==> config.mk <==
export PLATFORM = sky130hd
export DESIGN_NAME = eesa_slave
export DESIGN_NICKNAME = d
export VERILOG_FILES = /design/src/eesa_pkg.sv /design/src/eesa_filter.sv /design/src/eesa_slave.sv
export VERILOG_INCLUDE_DIRS = /design/src
export SDC_FILE = /design/constraint.sdc
export NUM_CORES = 1
export LEC_CHECK = 0
export BUFFER_PORTS_ARGS = -buffer_cell sky130_fd_sc_hd__buf_2
export CAP_MARGIN = 20
export CORE_MARGIN = 2
export CORE_UTILIZATION = 65
export CTS_BUF_LIST = sky130_fd_sc_hd__clkbuf_4 sky130_fd_sc_hd__clkbuf_8
export CTS_CLUSTER_DIAMETER = 100
export DETAILED_ROUTE_END_ITERATION = 16
export PLACE_DENSITY = 0.93
export SKIP_LAST_GASP = 1
export SLEW_MARGIN = 20
export SYNTH_ARGS = -nofsm -noshare
export SYNTH_HDL_FRONTEND = slang
export SYNTH_SLANG_ARGS = --single-unit
==> constraint.sdc <==
create_clock -name clk -period 5.8 [get_ports clk]
set_input_delay 0.58 -clock clk [delete_from_list [all_inputs] [get_ports clk]]
set_output_delay 0.58 -clock clk [all_outputs]
set_load 0.02 [all_outputs]
==> src/eesa_map.svh <==
// Summary of operation
// RQ1: master opens every transaction with start
// RQ2: addressed receiver acknowledges each received byte
// RQ3: missing acknowledge ends the transmitter's sending; this slave never transmits, read data lies outside this block
// RQ4: master closes transaction with a stop
// RQ5: master sends type, select, direction, address
// RQ6: first byte: type, select, direction fields
// RQ7: device type mismatch ignores the transaction
// RQ8: select bits must equal strapped pins
// RQ9: one 256-byte block, selects are chip selects
// RQ10: direction bit one reads, zero writes
// RQ11: receiver holds data low through ninth clock
// RQ12: byte after address is array address
// RQ13: silent during program cycle after write stop
// RQ14: suppress glitches shorter than filter time
// RQ15: start is data falling with clock high
// RQ16: stop is data rising with clock high
// RQ17: data changes only while clock low
// RQ18: after program cycle, answer again normally
// RQ19: address mismatch keeps data released until start
`ifndef EESA_MAP_SVH
`define EESA_MAP_SVH
`define EESA_CLK_PERIOD_PS   25000
`define EESA_GLITCH_NS       100
`define EESA_GLITCH_CYC      ((`EESA_GLITCH_NS * 1000 + \
                               `EESA_CLK_PERIOD_PS - 1) / \
                              `EESA_CLK_PERIOD_PS)
`define EESA_TWR_MS          10
// worked in ns so the product stays inside 32 bits
`define EESA_TWR_CYC         ((`EESA_TWR_MS * 1000000) / \
                              (`EESA_CLK_PERIOD_PS / 1000))
`define EESA_DEV_TYPE        4'ha
`define EESA_TYPE_HI         7
`define EESA_TYPE_LO         4
`define EESA_SEL_HI          3
`define EESA_SEL_LO          1
`define EESA_RW_BIT          0
`define EESA_BLOCK_BYTES     256
`endif

==> src/eesa_pkg.sv <==
package eesa_pkg;
   typedef enum logic [2:0] {
      EESA_IDLE,
      EESA_SLAVE_ADDR,
      EESA_ACK_SLAVE,
      EESA_ARRAY_ADDR,
      EESA_ACK_ARRAY,
      EESA_DATA,
      EESA_IGNORE
   } eesa_state_t;
endpackage

==> src/eesa_filter.sv <==
`timescale 1ns/1ps
`include "eesa_map.svh"
// two-flop synchroniser followed by a stability filter
module eesa_filter (
   input  wire logic clk,    // system clock
   input  wire logic rst_n,  // async reset, active low
   input  wire logic pin,    // raw line level
   output logic      level   // filtered line level
);
   localparam logic [3:0] GLITCH = 4'(`EESA_GLITCH_CYC);
   logic       sync1;
   logic       sync2;
   logic [3:0] count;
   logic [3:0] next_count;
   logic       next_level;

   // a level must hold GLITCH cycles before it is believed
   always_comb begin
      next_count = count;
      next_level = level;
      if (sync2 == level) begin
         next_count = 4'h0;
      end else if (count >= GLITCH - 4'h1) begin // see RQ14
         next_level = sync2;
         next_count = 4'h0;
      end else begin
         next_count = count + 4'h1;
      end
   end

   // idle bus level is high, so reset to one
   always_ff @(posedge clk or negedge rst_n) begin
      if (!rst_n) begin
         sync1 <= 1'b1;
         sync2 <= 1'b1;
         count <= 4'h0;
         level <= 1'b1;
      end else begin
         sync1 <= pin;
         sync2 <= sync1;
         count <= next_count;
         level <= next_level;
      end
   end

   short_pulse_a: assert property (@(posedge clk) disable iff (!rst_n)
      $changed(level) |-> $past(sync2, 1) == level
         && $past(sync2, 4) == level) // see RQ14
      else $error("filter passed a short pulse");
endmodule // eesa_filter

==> src/eesa_slave.sv <==
`timescale 1ns/1ps
`include "eesa_map.svh"
module eesa_slave #(
   parameter int unsigned TWR_CYC = `EESA_TWR_CYC // program cycle length
) (
   input  wire logic       clk,                // 40 MHz system clock
   input  wire logic       rst_n,              // async reset, active low
   input  wire logic       scl_in,             // serial clock pin
   input  wire logic       sda_in,             // serial data pin level
   output logic            sda_out,            // data drive value
   output logic            sda_oe,             // high while pulling low
   input  wire logic [2:0] chip_select_straps, // strapped select pins
   output logic [7:0]      array_addr,         // last array address
   output logic            addr_valid,         // array address taken
   output logic            read_req,           // direction flag seen
   output logic            write_busy          // program cycle running
);
   import eesa_pkg::*;

   logic        scl_f;
   logic        sda_f;
   logic        scl_d;
   logic        sda_d;
   eesa_state_t state;
   eesa_state_t next_state;
   logic [3:0]  bit_cnt;
   logic [3:0]  next_bit_cnt;
   logic [7:0]  shift;
   logic [7:0]  next_shift;
   logic [7:0]  next_array_addr;
   logic        next_addr_valid;
   logic        next_read_req;
   logic        wrote;
   logic        next_wrote;
   logic [31:0] twr_cnt;
   logic [31:0] next_twr_cnt;
   logic        next_write_busy;
   logic        next_sda_oe;

   eesa_filter u_scl (
      .clk   (clk),
      .rst_n (rst_n),
      .pin   (scl_in),
      .level (scl_f)
   );
   eesa_filter u_sda (
      .clk   (clk),
      .rst_n (rst_n),
      .pin   (sda_in),
      .level (sda_f)
   );

   // bus events from filtered levels
   wire scl_rise = scl_f && !scl_d;
   wire scl_fall = !scl_f && scl_d;
   wire start_ev = scl_f && scl_d && sda_d && !sda_f; // see RQ15
   wire stop_ev  = scl_f && scl_d && !sda_d && sda_f; // see RQ16

   // slave address match on the byte complete at the eighth rise
   function automatic logic addr_match(input logic [7:0] b,
                                       input logic [2:0] straps);
      addr_match = (b[`EESA_TYPE_HI:`EESA_TYPE_LO] == `EESA_DEV_TYPE)
         && (b[`EESA_SEL_HI:`EESA_SEL_LO] == straps); // see RQ7 RQ8
   endfunction

   // protocol sequencer; a busy program cycle keeps it idle
   always_comb begin
      next_state      = state;
      next_bit_cnt    = bit_cnt;
      next_shift      = shift;
      next_array_addr = array_addr;
      next_addr_valid = 1'b0;
      next_read_req   = read_req;
      next_wrote      = wrote;
      next_twr_cnt    = twr_cnt;
      next_write_busy = write_busy;
      next_sda_oe     = sda_oe;
      if (write_busy) begin
         // interface disabled, line released; see RQ13
         next_state  = EESA_IDLE;
         next_sda_oe = 1'b0;
         if (twr_cnt == 32'h0) begin
            next_write_busy = 1'b0; // see RQ18
         end else begin
            next_twr_cnt = twr_cnt - 32'h1;
         end
      end else if (start_ev) begin
         next_state   = EESA_SLAVE_ADDR; // see RQ15
         next_bit_cnt = 4'h0;
         next_wrote   = 1'b0;
         next_sda_oe  = 1'b0;
      end else if (stop_ev) begin
         next_state  = EESA_IDLE; // see RQ16
         next_sda_oe = 1'b0;
         if (wrote) begin
            // program cycle starts at a stop ending a write; see RQ13
            next_write_busy = 1'b1;
            next_twr_cnt    = 32'(TWR_CYC - 1);
            next_wrote      = 1'b0;
         end
      end else begin
         case (state)
            EESA_SLAVE_ADDR, EESA_ARRAY_ADDR, EESA_DATA: begin
               // bits sampled on the rise, stable while high; see RQ17
               if (scl_rise) begin
                  next_shift   = {shift[6:0], sda_f};
                  next_bit_cnt = bit_cnt + 4'h1;
               end
               if (scl_fall && bit_cnt == 4'h8) begin
                  next_bit_cnt = 4'h0;
                  if (state == EESA_SLAVE_ADDR) begin
                     // see RQ6 RQ9 RQ10
                     next_read_req = shift[`EESA_RW_BIT];
                     if (addr_match(shift, chip_select_straps)) begin
                        next_state  = EESA_ACK_SLAVE;
                        next_sda_oe = 1'b1; // see RQ2 RQ11
                     end else begin
                        next_state = EESA_IGNORE; // see RQ19
                     end
                  end else if (state == EESA_ARRAY_ADDR) begin
                     next_array_addr = shift; // see RQ12
                     next_addr_valid = 1'b1;
                     next_state      = EESA_ACK_ARRAY;
                     next_sda_oe     = 1'b1; // see RQ11
                  end else begin
                     next_wrote  = 1'b1;
                     next_state  = EESA_ACK_ARRAY;
                     next_sda_oe = 1'b1; // see RQ2
                  end
               end
            end
            EESA_ACK_SLAVE, EESA_ACK_ARRAY: begin
               // release after the ninth clock falls; see RQ11
               if (scl_fall) begin
                  next_sda_oe = 1'b0;
                  if (state == EESA_ACK_SLAVE && !read_req) begin
                     next_state = EESA_ARRAY_ADDR;
                  end else if (state == EESA_ACK_ARRAY) begin
                     next_state = EESA_DATA;
                  end else begin
                     // read data path lies outside this block; see RQ3
                     next_state = EESA_IGNORE;
                  end
               end
            end
            EESA_IGNORE: begin
               next_sda_oe = 1'b0; // see RQ19
            end
            default: begin
               next_state = EESA_IDLE; // see RQ1
            end
         endcase
      end
   end

   // registers; every output except the constant sda_out comes straight from flops
   always_ff @(posedge clk or negedge rst_n) begin
      if (!rst_n) begin
         scl_d      <= 1'b1;
         sda_d      <= 1'b1;
         state      <= EESA_IDLE;
         bit_cnt    <= 4'h0;
         shift      <= 8'h00;
         array_addr <= 8'h00;
         addr_valid <= 1'b0;
         read_req   <= 1'b0;
         wrote      <= 1'b0;
         twr_cnt    <= 32'h0;
         write_busy <= 1'b0;
         sda_oe     <= 1'b0;
      end else begin
         scl_d      <= scl_f;
         sda_d      <= sda_f;
         state      <= next_state;
         bit_cnt    <= next_bit_cnt;
         shift      <= next_shift;
         array_addr <= next_array_addr;
         addr_valid <= next_addr_valid;
         read_req   <= next_read_req;
         wrote      <= next_wrote;
         twr_cnt    <= next_twr_cnt;
         write_busy <= next_write_busy;
         sda_oe     <= next_sda_oe;
      end
   end

   // open drain: only ever drives low
   assign sda_out = 1'b0;

   busy_silent_a: assert property (@(posedge clk) disable iff (!rst_n)
      write_busy |=> !sda_oe) // see RQ13
      else $error("data driven during program cycle");
   ignore_silent_a: assert property (@(posedge clk) disable iff (!rst_n)
      state == EESA_IGNORE |-> !sda_oe) // see RQ19
      else $error("data driven after address mismatch");
   ack_match_a: assert property (@(posedge clk) disable iff (!rst_n)
      $rose(sda_oe) && $past(state) == EESA_SLAVE_ADDR
         |-> $past(shift[7:4]) == `EESA_DEV_TYPE
          && $past(shift[3:1]) == chip_select_straps) // see RQ7 RQ8
      else $error("acknowledged a foreign address");
   ack_hold_a: assert property (@(posedge clk) disable iff (!rst_n)
      $rose(sda_oe) |=> sda_oe [*2]) // see RQ11
      else $error("acknowledge dropped too early");
   ack_release_a: assert property (@(posedge clk) disable iff (!rst_n)
      (state == EESA_ACK_SLAVE || state == EESA_ACK_ARRAY) && scl_fall
         && !write_busy && !start_ev && !stop_ev |=> !sda_oe) // see RQ11
      else $error("acknowledge not released");
   start_seen_a: assert property (@(posedge clk) disable iff (!rst_n)
      start_ev && !write_busy |=> state == EESA_SLAVE_ADDR
         && bit_cnt == 4'h0) // see RQ15
      else $error("start not recognised");
   stop_idle_a: assert property (@(posedge clk) disable iff (!rst_n)
      stop_ev && !write_busy |=> state == EESA_IDLE) // see RQ16
      else $error("stop not recognised");
   busy_begin_a: assert property (@(posedge clk) disable iff (!rst_n)
      stop_ev && wrote && !write_busy |=> write_busy) // see RQ13
      else $error("program cycle not started");
   addr_take_a: assert property (@(posedge clk) disable iff (!rst_n)
      addr_valid |-> state == EESA_ACK_ARRAY
         && array_addr == $past(shift)) // see RQ12
      else $error("array address wrong");
endmodule // eesa_slave

# After elaboration in Yosys (flattened, before gate mapping)
# Cells that the tools add are included.
op_classes:
  n_reduce_logical: 35
  n_mul: 0
  n_mux: 50
  n_lt_le_gt_ge: 2
  div: 0
  bitwise: 6
  shift: 0
  n_addsub: 4
  n_eq_ne: 20
ops:
  columns: ["cell", "n"]
  rows:
  - ["two-way mux 32 bit", 5]
  - ["two-way mux 4 bit", 9]
  - ["zero test 32 bit", 1]
  - ["subtractor 32 x 1 -> 32 bit, second input constant", 1]
  - ["two-way mux 1 bit", 25]
  - ["two-way mux 3 bit", 8]
  - ["adder 4 x 1 -> 4 bit, second input constant", 3]
  - ["AND reduction 4 bit", 3]
  - ["logical AND 1 bit", 10]
  - ["inequality test 5 bit, second input constant", 2]
  - ["AND reduction 5 bit", 2]
  - ["== test 3 bit, second input constant", 3]
  - ["one-hot mux 3 bit (3 select lines)", 1]
  - ["nonzero test 3 bit", 3]
  - ["== test 4 bit, second input constant", 2]
  - [">= comparator 4 x 2 -> 1 bit, second input constant", 2]
  - ["AND reduction 7 bit", 1]
  - ["== test 3 x 2 -> 1 bit, second input constant", 2]
  - ["inequality test 2 bit, second input constant", 3]
  - ["inequality test 3 bit, second input constant", 2]
  - ["inequality test 6 bit, second input constant", 1]
  - ["NOT 1 bit", 6]
  - ["AND reduction 6 bit", 1]
  - ["nonzero test 2 bit", 3]
  - ["other kinds (12)", 18]
word_totals:
  mem_bits_rw: 0
  mem_count: 0
  elab_cells: 137
  rom_bits: 0
  register_bits: 76
  output_inout_bits: 13
  latchBits: 0
  inputBits: 7

# Logic depth before layout (Yosys ltp)
logic_depth:
  word_depth: 9
  ltp_mapped: 9
  ltp_nobuf: 8

# By module
# A second synthesis with hierarchy kept.
hier_totals:
  cells_unflattened: 356
  hier_area_um2: 3796.1
modules_own_cells:
  columns: ["mod", "n_inst", "seq_area_each_um2", "cells_per_inst", "area_each_um2"]
  rows:
  - ["eesa_slave", 1, 1554.0, 328, 3310.7]
  - ["eesa_filter", 2, 178.9, 14, 242.7]

# Least setup slack after synthesis
# Ideal clock, no wire load.
synth_timing:
  path_type: "reg-to-reg"
  from: "reg twr_cnt[24]"
  to: "reg twr_cnt[5]"
  slack_ns: 3.232
  setup_time_ns: 0.132
  path_buffers: 3
  required_ns: 5.668
  arrival_ns: 2.437
  period_less_slack_ns: 2.568
  path_stages_with_launch: 9
  path_cell_list: "dfrtp_1 > or4_1 > buf_2 > or4_1 > buf_2 > o31ai_4 > buf_6 > nor3_1 > or3b_1"
synth_via:
  elab_chain_cells: 3
synth_lines:
  columns: ["element", "line", "source"]
  rows:
  - ["start: declaration", "eesa_slave.sv:35", "logic [31:0] twr_cnt;"]
  - ["start signal: assignment", "eesa_slave.sv:181", "twr_cnt <= next_twr_cnt;"]
  - ["zero test 32 bit", "eesa_slave.sv:82", "if (twr_cnt == 32'h0) begin"]
  - ["inequality test 2 bit (no source line)", null, null]
  - ["AND reduction 4 bit (no source line)", null, null]
# No other way between the ends.
# A chain may end at the register's enable or synchronous reset.

# Final worst setup path
layout_timing:
  from: "reg twr_cnt[27]"
  to: "reg twr_cnt[4]"
# The elaborated chain is that of the path after synthesis.

==> results.sh <==
export IMPL_status="finished, final reports clean"
export IMPL_drcViolationCount=0
export IMPL_crit_slowest_cell="o31ai_4"
export IMPL_slowest_delay_ps=780
export IMPL_cp_start_kind="flop"
export IMPL_die_area_sq_mm=0.006350
export IMPL_root_buffer="clkbuf_8"
export IMPL_final_nets=383
export IMPL_grt_pass1_wl_mm=13.00
export IMPL_cts_resized=0
export IMPL_fin_crit_ps=3186
export IMPL_drive_above_1_share=0.2021
export IMPL_vias=2920
export IMPL_yosysWarnings=0
export IMPL_hold_ws_ps=313.8
export IMPL_rsz0062_at_grt="false"
export IMPL_crit_path_max_fanout=26
export IMPL_drtAntennaViolNets=0
export IMPL_cts_buffers=9
export IMPL_endpoint_kind="flop"
export IMPL_ctsHoldBuffers=0
export IMPL_fin_crit_sh=0.5494
export IMPL_grt_pass1_vias=2839
export IMPL_grt_max_degree=77
export IMPL_clock_skew_ps=8.856
export IMPL_first_iter_violations=316
export IMPL_synth_edf_count=0
export IMPL_synthDistinctLibCells=63
export IMPL_cellLeakagePower_nw=1.947
export IMPL_p_per_area_mw_per_mm2=457.5
export IMPL_vias_per_cell=6.518
export IMPL_ys_seq_area_frac=0.5134
export IMPL_nFillCells=364
export IMPL_overflow=0
export IMPL_wl_per_cell_um=17.35
export IMPL_tns_ps=0
export IMPL_ys_flop_type="dfrtp_1"
export IMPL_synth_area_sq_mm=0.003724
export IMPL_clock_latency_ps=360
export IMPL_fp_row_count=27
export IMPL_async_flop_share=1.000
export IMPL_clkSlewWorstSetupHoldPaths_ps=80
export IMPL_path_class="reg -> reg"
export IMPL_area_sequential_sq_mm=0.001912
export IMPL_crit_required_ps=6080
export IMPL_clock_fmax_ghz=0.3138
export IMPL_ys_ff_latch=76
export IMPL_maxCapViolCount=0
export IMPL_postCtsSetupRepairBufs=0
export IMPL_avgSynthCellArea_sq_um=10.64
export IMPL_hpwl_mm=4.958
export IMPL_track_usage=0.2689
export IMPL_setup_viol=0
export IMPL_ioPinCount=20
export IMPL_hold_viol_final=0
export IMPL_drt_pass1_iterations=5
export IMPL_coreArea_sq_mm=0.005507
export IMPL_clock_sinks=76
export IMPL_cts_max_level=3
export IMPL_io_buffer_count=18
export IMPL_clock_path_buffers=2
export IMPL_diodes=0
export IMPL_slew_viol_final=0
export IMPL_multi_input_area_sq_mm=0.001730
export IMPL_timing_critical_path_cells="or4_1 > or4_1 > o31ai_4 > inv_2 > and4_1 > o21ai_1"
export IMPL_max_slew_margin=0.3924
export IMPL_gp_congestion=0.8581
export IMPL_die_h_um=79.69
export IMPL_hp_class="in -> reg"
export IMPL_drt_wl_total_mm=7.775
export IMPL_die_w_um=79.69
export IMPL_grt_antenna_before_repair=0
export IMPL_critical_path_arrival_ps=3460
export IMPL_syn2layout_area_growth_pct=9.711
export IMPL_syn_instance_count=350
export IMPL_cts_tree="done"
export IMPL_peakVddDrop_mv=0.2392
export IMPL_cpMostUsedCell="or4_1"
export IMPL_worst_pin_slew_ps=911.5
export IMPL_initial_core_util=0.6762
==> final cells by class <==
type	instances	area share
sequential	76	0.4680
multi-input combinational	254	0.4236
tap	72	0.02205
inverter	10	0.009188
clock inverter	6	0.01776
clock buffer	10	0.03369
timing repair buffer	20	0.02573
==> cells in the mapped netlist, types with 6 or more instances <==
library cell	instances	share of area
nor3_1	11	0.015
dfstp_2	8	0.056
or3_1	16	0.027
dfrtp_1	68	0.46
clkbuf_1	8	0.0081
nor4_1	7	0.012
or4_1	17	0.034
o21ai_0	22	0.030
nor2_1	20	0.020
inv_1	9	0.0091
nand2_1	16	0.016
mux2_2	19	0.057
a21oi_1	28	0.038
o31ai_1	11	0.022
xor2_1	6	0.014
==> critical path: cells and delay by family (launching register included) <==
family / cells / cell delay, ps
and+or+nand+nor: 3 / 1580
DFF: 1 / 400
buffers and inverters: 1 / 220
AOI/OAI and AO/OA: 2 / 890
==> path summary, 6_finish.rpt <==
kind                              from        endpoint  slack [ps]  cells past startpoint
max                        twr_cnt[27]      twr_cnt[4]        2610                      6
min                             scl_in     u_scl.sync1         310                      1
max reg2reg                twr_cnt[27]      twr_cnt[4]        2610                      6
min reg2reg                u_scl.sync1     u_scl.sync2         360                      0
max in group asynchronous        rst_n      bit_cnt[1]        4770                      2
min in group asynchronous        rst_n  u_scl.count[3]         430                      2
==> kinds of logic (layout without fill, tap and decap cells) <==
logic type	Yosys count	after routing	share of synthesized area
XOR/XNOR	11	11	0.02587
AND/OR/NAND/NOR	123	123	0.1962
buffers and inverters	24	46	0.02889
AO/OA/AOI/OAI	89	89	0.1549
multiplexers	21	21	0.06284
other	1	5	0.001007
adder cells (fa/ha/maj)	5	5	0.01680
flip-flops	76	76	0.5134
==> cells in the final DEF, fill, tap and decap left out, types with 6 or more instances in the layout <==
cell type  netlist  layout
nor2_1          20      20
xor2_1           6       6
dfstp_2          8       8
or4_1           17      17
buf_2            2      18
nor4_1           7       7
dfrtp_1         68      68
clkbuf_8         0      10
or3_1           16      16
o31ai_1         11      11
inv_1            9       9
o21ai_0         22      22
nand2_1         16      16
a21oi_1         28      28
nor3_1          11      10
mux2_2          19      19
==> where the power goes <==
| group | internal (mW) | leakage (nW) | switching (mW) |
|---|---|---|---|
| combinational | 0.271 | 0.838 | 0.428 |
| sequential | 0.627 | 1.01 | 0.125 |
| clock | 0.214 | 0.103 | 0.204 |
| total | 1.11 | 1.95 | 0.757 |
==> through the flow <==
| step | power, mW | util | worst slack [ps] | instances | instance area [sq um] |
|---|---|---|---|---|---|
| finish | 1.869 | 0.7419 | 2614 | 448 | 4085 |
| detailed placement | 1.425 | 0.7026 | 2682 | 432 | 3869 |
| global route | 1.978 | 0.7419 | 2358 | 448 | 4085 |
| global placement | 1.381 | 0.7026 | 2796 | 432 | 3869 |
| CTS | 1.854 | 0.7407 | 2664 | 448 | 4079 |
| floorplan | 1.265 | - | 3232 | 354 | 3739 |
==> sequential cells by signal, indices dropped and copies added, names as in the netlist, 3 cells and up <==
name / count
shift: 8
u_sda.count: 4
twr_cnt: 32
state: 3
array_addr: 8
bit_cnt: 4
u_scl.count: 4
==> metal layers <==
metal / up-vias / track usage / wire (um)
met4: 0 / 0.1466 / 240
li1: 1362 / - / -
met3: 31 / 0.04751 / 381
met2: 125 / 0.4370 / 3934
met5: - / 0 / 0
met1: 1402 / 0.3431 / 3219
(Power assumes the default switching activity.)
